==> src/pbseq_pkg.sv <==
package pbseq_pkg;
	// timebase: one tick per millisecond
	localparam int unsigned CLK_HZ          = 125_000_000;
	localparam int unsigned TICK_MS         = 1;
	localparam int unsigned TICK_CYCLES     = CLK_HZ / 1000 * TICK_MS;
	// intervals in milliseconds
	localparam int unsigned ON_DEBOUNCE_MS  = 128;
	localparam int unsigned STARTUP_BLANK_MS = 512;
	localparam int unsigned RELEASE_DB_MS   = 32;
	localparam int unsigned OFF_DEBOUNCE_MS = 32;
	localparam int unsigned FAILSAFE_MS     = 128;
	localparam int unsigned LOCKOUT_MS      = 256;
	localparam int unsigned MS_W            = 16;
	// reset values
	localparam logic        SYNC_RESET_VAL  = 1'b1;
	localparam logic        ALERT_IDLE_N    = 1'b1;

	typedef enum logic [2:0] {
		PBSEQ_IDLE     = 3'b000,
		PBSEQ_ON_DB    = 3'b001,
		PBSEQ_BLANK    = 3'b011,
		PBSEQ_REL_DB   = 3'b010,
		PBSEQ_RUN      = 3'b110,
		PBSEQ_OFF_DB   = 3'b111,
		PBSEQ_FAILSAFE = 3'b101,
		PBSEQ_LOCKOUT  = 3'b100
	} pbseq_state_e;
endpackage : pbseq_pkg

==> src/pbseq_tick_if.sv <==
`timescale 1ns/1ps
interface pbseq_tick_if;
	logic tick;
	modport src (output tick);
	modport dst (input tick);
endinterface : pbseq_tick_if

==> src/pbseq_sync.sv <==
`timescale 1ns/1ps
module pbseq_sync (
	// clock and reset
	input  wire logic sys_clk,
	input  wire logic rst_n,
	// pin in, synchronised out
	input  wire logic pin_async,
	output logic      pin_sync
);
	logic meta_q;
	logic sync_q;
	logic meta_d;
	logic sync_d;

	always_comb begin
		meta_d = pin_async;
		sync_d = meta_q;
	end

	// inputs idle high so reset value is the inactive level
	always_ff @(posedge sys_clk or negedge rst_n) begin
		if (!rst_n) begin
			meta_q <= pbseq_pkg::SYNC_RESET_VAL;
			sync_q <= pbseq_pkg::SYNC_RESET_VAL;
		end else begin
			meta_q <= meta_d;
			sync_q <= sync_d;
		end
	end

	assign pin_sync = sync_q;
endmodule : pbseq_sync

==> src/pbseq_tick.sv <==
`timescale 1ns/1ps
module pbseq_tick #(
	parameter int unsigned CYCLES = pbseq_pkg::TICK_CYCLES
) (
	// clock and reset
	input  wire logic sys_clk,
	input  wire logic rst_n,
	// tick out
	pbseq_tick_if.src tk
);
	localparam int unsigned CW = (CYCLES > 1) ? $clog2(CYCLES) : 1;
	logic [CW-1:0] cnt_q;
	logic [CW-1:0] cnt_d;
	logic          tick_q;
	logic          tick_d;

	initial begin
		if (CYCLES < 2) $error("tick period must be at least two cycles");
	end

	always_comb begin
		tick_d = (cnt_q == CW'(CYCLES - 1));
		cnt_d  = tick_d ? '0 : cnt_q + 1'b1;
	end

	always_ff @(posedge sys_clk or negedge rst_n) begin
		if (!rst_n) begin
			cnt_q  <= '0;
			tick_q <= 1'b0;
		end else begin
			cnt_q  <= cnt_d;
			tick_q <= tick_d;
		end
	end

	assign tk.tick = tick_q;

	a_tick_single: assert property (@(posedge sys_clk) disable iff (!rst_n)
		tick_q |=> !tick_q) else $error("tick lasted more than one cycle");
endmodule : pbseq_tick

==> src/pbseq_top.sv <==
`timescale 1ns/1ps
// Summary of operation
// - enable asserts after pushbutton held low 128 ms; high restarts timing.
// - enable assertion starts a 512 ms start-up blanking timer.
// - shutdown request still low at blanking end aborts power-on.
// - shutdown request and pushbutton ignored during blanking.
// - after blanking, pushbutton release debounced for 32 ms.
// - turn-off press needs 32 ms plus extension of continuous low.
// - completed turn-off debounce drives the alert output low.
// - failsafe timer starts together with alert going low.
// - failsafe reaching 128 ms plus extension releases enable.
// - shutdown request low releases enable at once, cancels failsafe.
// - after power-off, pushbutton release debounced for 32 ms.
// - shutdown request low in normal operation releases enable.
// - after release by shutdown request (not the blanking-end abort), pushbutton ignored 256 ms.
// - after power-off return idle, wait for a new press.
// - enable polarity selectable: active high or active low.
// - at reset enable is deasserted.
module pbseq_top #(
	parameter bit          EN_ACTIVE_HIGH = 1'b1,
	parameter int unsigned TICK_CYCLES    = pbseq_pkg::TICK_CYCLES
) (
	// clock and reset
	input  wire logic                      sys_clk,
	input  wire logic                      rst_n,
	// pushbutton and processor pins
	input  wire logic                      pushbutton_n,
	input  wire logic                      shutdown_req_n,
	// configuration, milliseconds
	input  wire logic [pbseq_pkg::MS_W-1:0] off_debounce_extend,
	input  wire logic [pbseq_pkg::MS_W-1:0] failsafe_delay_extend,
	// outputs
	output logic                           power_enable,
	output logic                           powerdown_alert_n
);
	localparam int unsigned W = pbseq_pkg::MS_W + 1;

	pbseq_tick_if tk_if ();
	logic pb_s;
	logic kill_s;

	pbseq_tick #(
		.CYCLES (TICK_CYCLES)
	) u_tick (
		.sys_clk (sys_clk),
		.rst_n   (rst_n),
		.tk      (tk_if.src)
	);

	pbseq_sync u_sync_pb (
		.sys_clk   (sys_clk),
		.rst_n     (rst_n),
		.pin_async (pushbutton_n),
		.pin_sync  (pb_s)
	);

	pbseq_sync u_sync_kill (
		.sys_clk   (sys_clk),
		.rst_n     (rst_n),
		.pin_async (shutdown_req_n),
		.pin_sync  (kill_s)
	);

	pbseq_pkg::pbseq_state_e state_q;
	pbseq_pkg::pbseq_state_e state_d;
	logic [W-1:0]            ms_q;
	logic [W-1:0]            ms_d;
	logic                    on_q;
	logic                    on_d;
	logic                    alert_n_q;
	logic                    alert_n_d;
	logic                    en_pin_q;
	logic [W-1:0]            off_lim;
	logic [W-1:0]            fs_lim;
	logic                    tick;

	assign tick    = tk_if.dst.tick;
	// extensions add to the fixed defaults; widened so no overflow
	assign off_lim = W'(pbseq_pkg::OFF_DEBOUNCE_MS) + W'(off_debounce_extend);
	assign fs_lim  = W'(pbseq_pkg::FAILSAFE_MS) + W'(failsafe_delay_extend);

	// ms_q counts completed ticks inside the current state
	always_comb begin
		state_d   = state_q;
		ms_d      = tick ? ms_q + 1'b1 : ms_q;
		on_d      = on_q;
		alert_n_d = alert_n_q;
		unique case (state_q)
			pbseq_pkg::PBSEQ_IDLE: begin
				ms_d = '0;
				if (!pb_s) begin
					state_d = pbseq_pkg::PBSEQ_ON_DB;
				end
			end
			pbseq_pkg::PBSEQ_ON_DB: begin
				if (pb_s) begin
					state_d = pbseq_pkg::PBSEQ_IDLE;
					ms_d    = '0;
				end else if (ms_d >= W'(pbseq_pkg::ON_DEBOUNCE_MS)) begin
					state_d = pbseq_pkg::PBSEQ_BLANK;
					on_d    = 1'b1;
					ms_d    = '0;
				end
			end
			pbseq_pkg::PBSEQ_BLANK: begin
				// both inputs ignored until the window closes
				if (ms_d >= W'(pbseq_pkg::STARTUP_BLANK_MS)) begin
					ms_d = '0;
					if (!kill_s) begin
						on_d    = 1'b0;
						state_d = pbseq_pkg::PBSEQ_REL_DB;
					end else begin
						state_d = pbseq_pkg::PBSEQ_REL_DB;
					end
				end
			end
			pbseq_pkg::PBSEQ_REL_DB: begin
				if (on_q && !kill_s) begin
					on_d    = 1'b0;
					state_d = pbseq_pkg::PBSEQ_LOCKOUT;
					ms_d    = '0;
				end else if (!pb_s) begin
					ms_d = '0;
				end else if (ms_d >= W'(pbseq_pkg::RELEASE_DB_MS)) begin
					ms_d    = '0;
					state_d = on_q ? pbseq_pkg::PBSEQ_RUN
					               : pbseq_pkg::PBSEQ_IDLE;
				end
			end
			pbseq_pkg::PBSEQ_RUN: begin
				ms_d = '0;
				if (!kill_s) begin
					on_d    = 1'b0;
					state_d = pbseq_pkg::PBSEQ_LOCKOUT;
				end else if (!pb_s) begin
					state_d = pbseq_pkg::PBSEQ_OFF_DB;
				end
			end
			pbseq_pkg::PBSEQ_OFF_DB: begin
				if (!kill_s) begin
					on_d    = 1'b0;
					state_d = pbseq_pkg::PBSEQ_LOCKOUT;
					ms_d    = '0;
				end else if (pb_s) begin
					state_d = pbseq_pkg::PBSEQ_RUN;
					ms_d    = '0;
				end else if (ms_d >= off_lim) begin
					alert_n_d = 1'b0;
					state_d   = pbseq_pkg::PBSEQ_FAILSAFE;
					ms_d      = '0;
				end
			end
			pbseq_pkg::PBSEQ_FAILSAFE: begin
				if (!kill_s) begin
					on_d      = 1'b0;
					alert_n_d = 1'b1;
					state_d   = pbseq_pkg::PBSEQ_LOCKOUT;
					ms_d      = '0;
				end else if (ms_d >= fs_lim) begin
					on_d      = 1'b0;
					alert_n_d = 1'b1;
					state_d   = pbseq_pkg::PBSEQ_REL_DB;
					ms_d      = '0;
				end
			end
			pbseq_pkg::PBSEQ_LOCKOUT: begin
				// converter output decays before a restart is allowed
				if (ms_d >= W'(pbseq_pkg::LOCKOUT_MS)) begin
					state_d = pbseq_pkg::PBSEQ_REL_DB;
					ms_d    = '0;
				end
			end
		endcase
	end

	always_ff @(posedge sys_clk or negedge rst_n) begin
		if (!rst_n) begin
			state_q   <= pbseq_pkg::PBSEQ_IDLE;
			ms_q      <= '0;
			on_q      <= 1'b0;
			alert_n_q <= pbseq_pkg::ALERT_IDLE_N;
			en_pin_q  <= ~EN_ACTIVE_HIGH;
		end else begin
			state_q   <= state_d;
			ms_q      <= ms_d;
			on_q      <= on_d;
			alert_n_q <= alert_n_d;
			en_pin_q  <= on_d ~^ EN_ACTIVE_HIGH;
		end
	end

	assign power_enable      = en_pin_q;
	assign powerdown_alert_n = alert_n_q;

	a_en_matches_on: assert property (@(posedge sys_clk) disable iff (!rst_n)
		power_enable == (on_q ~^ EN_ACTIVE_HIGH))
		else $error("enable pin polarity wrong");
	a_on_needs_db: assert property (@(posedge sys_clk) disable iff (!rst_n)
		$rose(on_q) |-> $past(state_q) == pbseq_pkg::PBSEQ_ON_DB && !$past(pb_s))
		else $error("enable rose without on debounce");
	a_blank_holds_on: assert property (@(posedge sys_clk) disable iff (!rst_n)
		state_q == pbseq_pkg::PBSEQ_BLANK |-> on_q)
		else $error("enable dropped during blanking");
	a_abort_at_end: assert property (@(posedge sys_clk) disable iff (!rst_n)
		state_q == pbseq_pkg::PBSEQ_BLANK && state_d != state_q && !kill_s
		|=> !on_q) else $error("power-on not aborted");
	a_kill_releases: assert property (@(posedge sys_clk) disable iff (!rst_n)
		(state_q == pbseq_pkg::PBSEQ_RUN || state_q == pbseq_pkg::PBSEQ_FAILSAFE)
		&& !kill_s |=> !on_q && state_q == pbseq_pkg::PBSEQ_LOCKOUT)
		else $error("shutdown request did not release");
	a_alert_with_on: assert property (@(posedge sys_clk) disable iff (!rst_n)
		!alert_n_q |-> on_q && state_q == pbseq_pkg::PBSEQ_FAILSAFE)
		else $error("alert low outside failsafe");
	a_alert_start: assert property (@(posedge sys_clk) disable iff (!rst_n)
		$fell(alert_n_q) |-> ms_q == '0 && $past(state_q) == pbseq_pkg::PBSEQ_OFF_DB)
		else $error("failsafe timer not started with alert");
	a_fs_timeout: assert property (@(posedge sys_clk) disable iff (!rst_n)
		state_q == pbseq_pkg::PBSEQ_FAILSAFE && ms_q > fs_lim |-> 1'b0)
		else $error("failsafe overran");
	a_lockout_ignores: assert property (@(posedge sys_clk) disable iff (!rst_n)
		state_q == pbseq_pkg::PBSEQ_LOCKOUT |=> !on_q)
		else $error("power on during lockout");
endmodule : pbseq_top
==> config.mk <==
export PLATFORM = sky130hd
export DESIGN_NAME = pbseq_top
export DESIGN_NICKNAME = d
export VERILOG_FILES = /design/src/pbseq_pkg.sv /design/src/pbseq_tick_if.sv /design/src/pbseq_sync.sv /design/src/pbseq_tick.sv /design/src/pbseq_top.sv
export SDC_FILE = /design/constraint.sdc
export NUM_CORES = 1
export LEC_CHECK = 0
export BUFFER_PORTS_ARGS = -buffer_cell sky130_fd_sc_hd__buf_2
export CAP_MARGIN = 40
export CELL_PAD_IN_SITES_DETAIL_PLACEMENT = 1
export CELL_PAD_IN_SITES_GLOBAL_PLACEMENT = 2
export CORE_AREA = 2 2 172 90
export CTS_CLUSTER_DIAMETER = 120
export CTS_CLUSTER_SIZE = 40
export DETAILED_ROUTE_END_ITERATION = 16
export DIE_AREA = 0 0 174 92
export PLACE_DENSITY = 0.7
export SLEW_MARGIN = 10
export SYNTH_ARGS = -nofsm -noshare
export SYNTH_HDL_FRONTEND = slang
export SYNTH_SLANG_ARGS = --single-unit
==> constraint.sdc <==
create_clock -name sys_clk -period 4.7 [get_ports sys_clk]
set_input_delay 0 -clock sys_clk [delete_from_list [all_inputs] [get_ports sys_clk]]
set_output_delay 0 -clock sys_clk [all_outputs]
set_load 0.02 [all_outputs]
==> Word-level counts from Yosys, hierarchy flattened <==
Index checks and enable logic that the tools add are counted.
Widths: inputs -> output; s select.
{ "op_classes": {"eq_ne": 23, "n_reduce_logical": 10, "order_cmp": 6, "mux": 46, "n_addsub": 4} }
{ "op_table": {"columns": ["cell", "n"], "rows": [
  ["$mux 17", 14],
  ["$pmux 17 s7", 1],
  ["$mux 3", 16],
  ["$add 17x1->17 const B", 2],
  ["$ge 17x17->1", 2],
  ["$pmux 3 s8", 1],
  ["$add 6x16->17 const A", 1],
  ["$add 8x16->17 const A", 1],
  ["$eq 17x17->1 const B", 1],
  ["$ge 17x10->1 const B", 1],
  ["$ge 17x6->1 const B", 1],
  ["$ge 17x8->1 const B", 1],
  ["$ge 17x9->1 const B", 1],
  ["$ne 2x2->1 const B", 8],
  ["$eq 3x3->1 const B", 4],
  ["$mux 1", 12],
  ["$ne 3x3->1 const B", 3],
  ["$reduce_and 9->1", 1],
  ["$eq 3x2->1 const B", 2],
  ["$ne 3x2->1 const B", 2],
  ["$reduce_and 6->1", 1],
  ["$pmux 1 s5", 1],
  ["$reduce_and 5->1", 1],
  ["$reduce_bool 5->1", 1],
  ["9 further kinds", 10]
]} }
{ "totals": {"reg_bits": 44, "elab_cells": 99, "input_bits": 36, "output_inout_bits": 2} }

==> Longest topological paths before layout <==
Gate-level depths: netlist of run 1.
{ "depth": {"depth_word": 7, "mapped_depth": 15, "ltp_nobuf": 14} }

==> By module <==
A second synthesis of run 1 with hierarchy kept.
{ "unflattened": {"hier_cells": 392, "area_unflattened_um2": 3682.3} }
{ "by_module_without_submodules": {"columns": ["module", "area_per_inst_um2", "n_inst", "cells_each", "seq_area_each_um2"], "rows": [
  ["pbseq_top", 2718.9, 1, 311, 551.8],
  ["pbseq_tick", 858.3, 1, 77, 450.4],
  ["pbseq_sync", 52.6, 2, 2, 52.6]
]} }

==> Least setup slack after synthesis of run 1 <==
Ideal clock, no wire load.
{ "synth_timing": {"path_kind": "register to register", "startpoint": "register ms_q[0]", "endpoint": "register state_q[0]", "setup_ns": 0.125, "t_arrival_ns": 3.450, "slack_ns": 1.125, "t_required_ns": 4.575, "path_buffers": 0, "stages_incl_launch_ff": 15, "period_less_slack_ns": 3.575, "cell_sequence": "dfrtp_1 > ha_1 > nand3_1 > or4_1 > or3_1 > nand2_1 > ha_1 > and4_1 > and2_1 > nand3_1 > o21ba_2 > a31oi_1 > o211ai_1 > nor3_2 > mux2_4"} }
{ "synth_between": {"elab_chain_len": 5, "word_cells_on_any_way": 15, "classes_between": "1 x add/sub; 6 x order compare; 6 x eq/ne; 1 x mux; 1 x reduce/logical"} }
{ "synth_lines": {"columns": ["element", "line", "source"], "rows": [
  ["start: declaration", "pbseq_top.sv:66", "logic [W-1:0] ms_q;"],
  ["start signal: assignment", "pbseq_top.sv:185", "ms_q <= ms_d;"],
  ["$add 17x1->17", "pbseq_top.sv:85", "ms_d = tick ? ms_q + 1'b1 : ms_q;"],
  ["$mux 17 (*)", "pbseq_top.sv:85", null],
  ["$ge 17x17->1 (tied with other cells)", "pbseq_top.sv:147", "end else if (ms_d >= off_lim) begin"],
  ["$ne 4x4->1 (no line) (tied with other cells)", null, null],
  ["$reduce_and 9->1 (no line) (*)", null, null],
  ["end signal: assignment", "pbseq_top.sv:178", "state_q <= pbseq_pkg::PBSEQ_IDLE;"],
  ["end signal: assignment", "pbseq_top.sv:184", "state_q <= state_d;"],
  ["end: declaration", "pbseq_top.sv:64", "pbseq_pkg::pbseq_state_e state_q;"]
]} }
Every way passes the cells marked *; elsewhere a longest branch is shown, timed or not.
A chain may end at the register's enable or synchronous reset.

==> Worst setup path in the final report of run 1 <==
Same ends and word-level chain as after synthesis.

==> results.cfg, run 1 <==
[yosys]
synth_nets = 476
syn_inst = 406
yosysWarningCount = 0
synth_seq_cells = 44
yosysSeqAreaShare_pct = 31.2
synth_cell_type_count = 61
synth_edf_count = 0
synthFlopType = dfrtp_1
async_reset_ff_share_pct = 100
synth_area_per_cell_um2 = 8.73
synth.cell_area_um2 = 3540

[final_layout]
mostFrequentLayoutCell = dfrtp_1
mostFrequentLayoutCells = dfrtp_1 (39), nand2_1 (38), buf_2 (37)
layout.nets = 522
syn2layout_area_growth_pct = 19.2
final_cells = 657
antenna_cells = 0
drive_above_1_share_pct = 16.6

[clock_network]
path_clk_slew_ps = 70
htreeDepth = 2
clkLatencyLatePin_ps = 290
clock-sinks = 44
cts_resized = 0
clockBufferDepth = 2
cts-root-buf = clkbuf_16
cts_tree = done
numCtsBuffers = 5
cts_setup_buffers = 0

[global_routing]
grt_max_degree = 26
grt_use_total_pct = 14.8
grt_antenna_before_repair = 0
grt_pass1_wl_mm = 18.5
overflow = 0
grt_pass1_vias = 3289

[die]
die_w_um = 174
num_rows = 32
start_util_pct = 24.1
core_area_um2 = 14700
dieHeight_um = 92
pin_count = 38
die-area_um2 = 16000

[setup_path]
cp.arrival_ps = 4490
cpPeakStageDelay_ps = 650
r2r_cells = 14
cp.required_ps = 4870
crit_type = reg2reg
r2r_slack_ps = 380
cp_slowest_cell = or4_1
cp_max_fo = 6
setup.worst_path.start_class = flip-flop
r2r_start = ms_q[0]
r2r-end = state_q[0]
end_kind = flip-flop
cp_cell_sequence = ha_1 -> nand3_1 -> or4_1 -> o21ai_1 -> nand2_1 -> ha_1 -> and4_1 -> and2_1 -> nand3_1 -> o21ba_2 -> a31oi_1 -> o211ai_1 -> nor3_2 -> mux2_4

[power]
pwr_density_cell_nw_per_um2 = 207
p_leak_uw = 0.00195
peakVddDrop_mv = 0.130

[timing]
fin_crit_sh_pct = 91.9
worstMarginPinSlew_ps = 814
min_period_ps = 4320
slew_viol_final = 0
setup_viol = 0
hold_viol = 0
fin_setup_tns_ps = 0
grt_setup_unrepaired = no
timing.fmax_mhz = 232
finClkSkew_ps = 8.33
worst_slew_margin_rel_pct = 45.4

[detailed_routing]
drt_first_pass_iters = 4
remaining_drc_errors = 0
first_iter_violations = 159
wl_mm = 11.4
viasPerCell = 4.84
ant_nets = 0
num_vias = 3182
wl_per_cell_um = 17.3

[place]
place_congestion = 0.845
place_hpwl_mm = 9.57
place_inst = 646
port_buffers = 37

[run_status]
status = completed

[flow_run]
maxCapViolations = 0

[worst_hold_path]
hp-class = in2async
[through the flow]
stage                     hold slack (ps)  utilization, %  total power, uW  instance area (um^2)  setup slack [ps]
after floorplan                      -296               -              421                  3540              1130
after global placement                109            27.1              460                  4000               762
after detailed placement            -13.5            27.3              465                  4020               428
after CTS                             201            28.7              891                  4230               395
after global routing                  246            28.7              921                  4230              17.3
final                                 196            28.7              875                  4230               381
[layout make-up]
type | instances | area, um^2
timing repair buffer | 47 | 280
clock inverter | 3 | 46.3
fill | 1758 | 10500
tap | 204 | 255
clock buffer | 5 | 125
multi-input combinational | 330 | 2320
inverter | 24 | 90.1
sequential | 44 | 1110
[cell usage after synthesis (4+ instances only)]
cell	count	area [um^2]
a211oi_1	5	37.5
a21boi_1	7	52.6
a21o_1	5	37.5
a21oi_1	14	70.1
a31oi_1	5	31.3
and3_1	16	100
clkbuf_1	6	22.5
dfrtp_1	39	976
dfstp_2	5	131
ha_1	34	425
inv_1	24	90.1
nand2_1	38	143
nand3_1	33	165
nand4_1	5	31.3
nor2_1	34	128
nor2b_1	6	37.5
nor3_1	9	45.0
nor4_1	4	25.0
o21a_1	4	30.0
o21ai_0	8	40.0
or3_1	4	25.0
or4_1	4	30.0
xnor2_1	23	201
xor2_1	24	210
[worst max-delay path by stage]
stage                  from  depth (start not counted)    endpoint
detailed placement  ms_q[0]                         14  state_q[0]
global placement    ms_q[0]                         14  state_q[0]
global route        ms_q[0]                         14  state_q[0]
floorplan           ms_q[0]                         14  state_q[0]
finish              ms_q[0]                         14  state_q[0]
CTS                 ms_q[0]                         14  state_q[0]
[routing by layer]
metal | track usage, % | wire length, um | vias up
met5 | 0 | 0 | -
met4 | 0.910 | 13 | 0
met3 | 2.99 | 664 | 2
met2 | 19.2 | 4110 | 53
met1 | 24.8 | 6610 | 1579
li1 | - | - | 1548
[registers in the layout, summed over array words and instances, names as in the netlist]
register and cells:
ms_q 17, power_enable 1, powerdown_alert_n 1, state_q 3, u_sync_kill.meta_q 1, u_sync_kill.pin_sync 1, u_sync_pb.meta_q 1, u_sync_pb.pin_sync 1
u_tick.cnt_q 17, u_tick.tk.tick 1
[critical path: cells and delay by family, from the launching register on]
kind                     cells  cell delay (ps)
AO/OA/AOI/OAI                4              960
adder cells (fa/ha/maj)      2              630
flip-flops                   1              390
multiplexers                 1              330
AND/OR/NAND/NOR              7             1890
[cell families (layout without fill, tap and decap cells)]
logic type               count (synthesis)  after routing  synth area share, %
XOR/XNOR                                47             47                 11.6
adder cells (fa/ha/maj)                 36             36                 12.6
buffers and inverters                   32             79                 3.46
multiplexers                             3              3                 1.02
AND/OR/NAND/NOR                        171            171                 25.0
flip-flops                              44             44                 31.2
AO/OA/AOI/OAI                           73             73                 15.0
[timing repair]
action,CTS,global route
hold buffers,3,0
hold endpoints to repair,21,0
endpoints found under the setup margin,0,1
[power breakdown]
part / leakage, uW / internal, uW / switching, uW
registers: 0.000578 / 382 / 1.91
logic: 0.00129 / 32.0 / 44.0
clock network: 0.0000804 / 253 / 162
total: 0.00195 / 667 / 208
No activity file was read; power rests on OpenSTA's default activity.
==> run 2, diff against run 1 <==
--- a/config.mk
+++ b/config.mk
@@ -7,14 +7,12 @@
 export LEC_CHECK = 0
 export BUFFER_PORTS_ARGS = -buffer_cell sky130_fd_sc_hd__buf_2
 export CAP_MARGIN = 40
-export CELL_PAD_IN_SITES_DETAIL_PLACEMENT = 1
-export CELL_PAD_IN_SITES_GLOBAL_PLACEMENT = 2
-export CORE_AREA = 2 2 172 90
+export CORE_AREA = 2 2 157 98
 export CTS_CLUSTER_DIAMETER = 120
 export CTS_CLUSTER_SIZE = 40
 export DETAILED_ROUTE_END_ITERATION = 16
-export DIE_AREA = 0 0 174 92
-export PLACE_DENSITY = 0.7
+export DIE_AREA = 0 0 159 100
+export PLACE_DENSITY = 0.52
 export SLEW_MARGIN = 10
 export SYNTH_ARGS = -nofsm -noshare
 export SYNTH_HDL_FRONTEND = slang
==> run 2 against run 1 <==
Via count decreased by 1.5%. Clock skew is 2.2 ps higher. Sequential power about the same. Count of clock-buffer cells in the layout unchanged. Register-to-register slack improved by 150 ps. Sequential share of layout area about the same. Global-route usage shrank 2.4 points. Non-clock buffer count stayed put. Final cell count down 0.15%.
==> results.cfg, run 2 (synthesis gave the netlist of run 1 again) <==
[run_status]
status = completed

[timing]
finClkSkew_ps = 10.5
slew_viol_final = 0
setup_viol = 0
hold_viol = 0
worst_slew_margin_rel_pct = 52.0
timing.fmax_mhz = 240
worstMarginPinSlew_ps = 716
min_period_ps = 4170
fin_setup_tns_ps = 0
fin_crit_sh_pct = 88.8
grt_setup_unrepaired = no

[final_layout]
syn2layout_area_growth_pct = 19.0
antenna_cells = 0
top_regs = ms_q (17), u_tick.cnt_q (17), state_q (3)
layout.nets = 522
nFillCells = 1591
mostFrequentLayoutCells = dfrtp_1 (39), nand2_1 (38), buf_2 (37)
final_util_pct = 28.7
drive_above_1_share_pct = 16.3
fin_area_um2 = 4220
mostFrequentLayoutCell = dfrtp_1

[worst_hold_path]
hp-class = in2async

[place]
port_buffers = 37
place_congestion = 0.863
place_hpwl_mm = 7.71
placed_area_um2 = 4020

[power]
p_leak_uw = 0.00196
p_int_uw = 666
power_frac_seq_pct = 44.2
swShare_pct = 23.2
pwr-share-comb_pct = 8.3
pwr_density_cell_nw_per_um2 = 206
power.switching_uw = 201
clkPwrFrac_pct = 47.4
peakVddDrop_mv = 0.120

[global_routing]
grt_antenna_before_repair = 0
grt_pass1_wl_mm = 15.8
grt_pass1_vias = 3118
overflow = 0
grt_max_degree = 28
grt_use_total_pct = 12.4

[setup_path]
cp_slowest_cell = or4_1
cp_max_fo = 6
r2r_cells = 14
path_depth = 14
critical_path.top_delay_family = simple AND/OR/NAND/NOR gates
end_kind = flip-flop
setup.worst_path.start_class = flip-flop
path_buf_inv = 0
crit_type = reg2reg
cpPeakStageDelay_ps = 610
cp.arrival_ps = 4350
cp.required_ps = 4880
cp_cell_sequence = ha_1 -> nand3_1 -> or4_1 -> o21ai_1 -> nand2_1 -> ha_1 -> and4_1 -> and2_1 -> nand3_1 -> o21ba_2 -> a31oi_1 -> o211ai_1 -> nor3_2 -> mux2_4
r2r_slack_ps = 530

[detailed_routing]
remaining_drc_errors = 0
wl_mm = 9.38
first_iter_violations = 180
drt_first_pass_iters = 4
viasPerCell = 4.78
ant_nets = 0
num_vias = 3133
wl_per_cell_um = 14.3

[clock_network]
clkLatencyLatePin_ps = 300
hold_buffers = 3
path_clk_slew_ps = 60
clockBufferDepth = 2
htreeDepth = 2
clock-sinks = 44
cts_resized = 0
cts-root-buf = clkbuf_16
cts_setup_buffers = 0
cts_tree = done
numCtsBuffers = 5

[die]
start_util_pct = 24.1
die-area_um2 = 15900
num_rows = 35
pin_count = 38
die_w_um = 159
dieHeight_um = 100
core_area_um2 = 14700

[flow_run]
maxCapViolations = 0
[run 2: cell types whose count changed in the layout (fill, tap and decap cells not counted), sizes merged]
| cell | delta |
|---|---|
| clkinv | +2 |
| clkinvlp | -1 |
| inv | -1 |
[run 2: layer usage]
layer | vias up | global-route usage [%] | routed length [um]
li1 | 1556 | - | -
met1 | 1489 | 19.1 | 5070
met2 | 80 | 17.3 | 3660
met3 | 8 | 3.31 | 588
met4 | 0 | 2.17 | 71
met5 | - | 0 | 0
[run 2: power groups by stage]
stage / sequential, uW / clock (uW) / combinational (uW)
2_1_floorplan: 390 / 0 / 30.6
3_3_place_gp: 391 / 0 / 67.4
3_5_place_dp: 391 / 0 / 71.5
4_1_cts: 384 / 423 / 73.8
5_1_grt: 384 / 437 / 83.5
6_report: 384 / 411 / 72.4
[run 2: layout make-up]
type / instances / area [um^2] / area share [%]
repair buffers: 47 / 280 / 6.64
multi-input cells: 330 / 2310 / 54.9
flip-flops and latches: 44 / 1110 / 26.2
well taps: 203 / 254 / 6.02
clock buffers: 5 / 125 / 2.97
clock inverters: 3 / 47.5 / 1.13
inverters: 24 / 90.1 / 2.14
[run 2: worst paths after layout]
check                            startpoint                  to
setup / recovery                    ms_q[0]          state_q[0]
hold / removal                        rst_n            ms_q[16]
setup reg to reg                    ms_q[0]          state_q[0]
hold reg to reg            u_sync_pb.meta_q  u_sync_pb.pin_sync
max in group asynchronous             rst_n    u_sync_pb.meta_q
min in group sys_clk           pushbutton_n    u_sync_pb.meta_q
[run 2: through the flow]
| step | hold slack (ps) | setup slack, ps | power (uW) | cells |
|---|---|---|---|---|
| floorplan | -296 | 1130 | 421 | 406 |
| global placement | 119 | 789 | 458 | 644 |
| detailed placement | -13.6 | 615 | 462 | 645 |
| CTS | 216 | 600 | 880 | 656 |
| global route | 251 | 168 | 904 | 656 |
| finish | 209 | 528 | 867 | 656 |
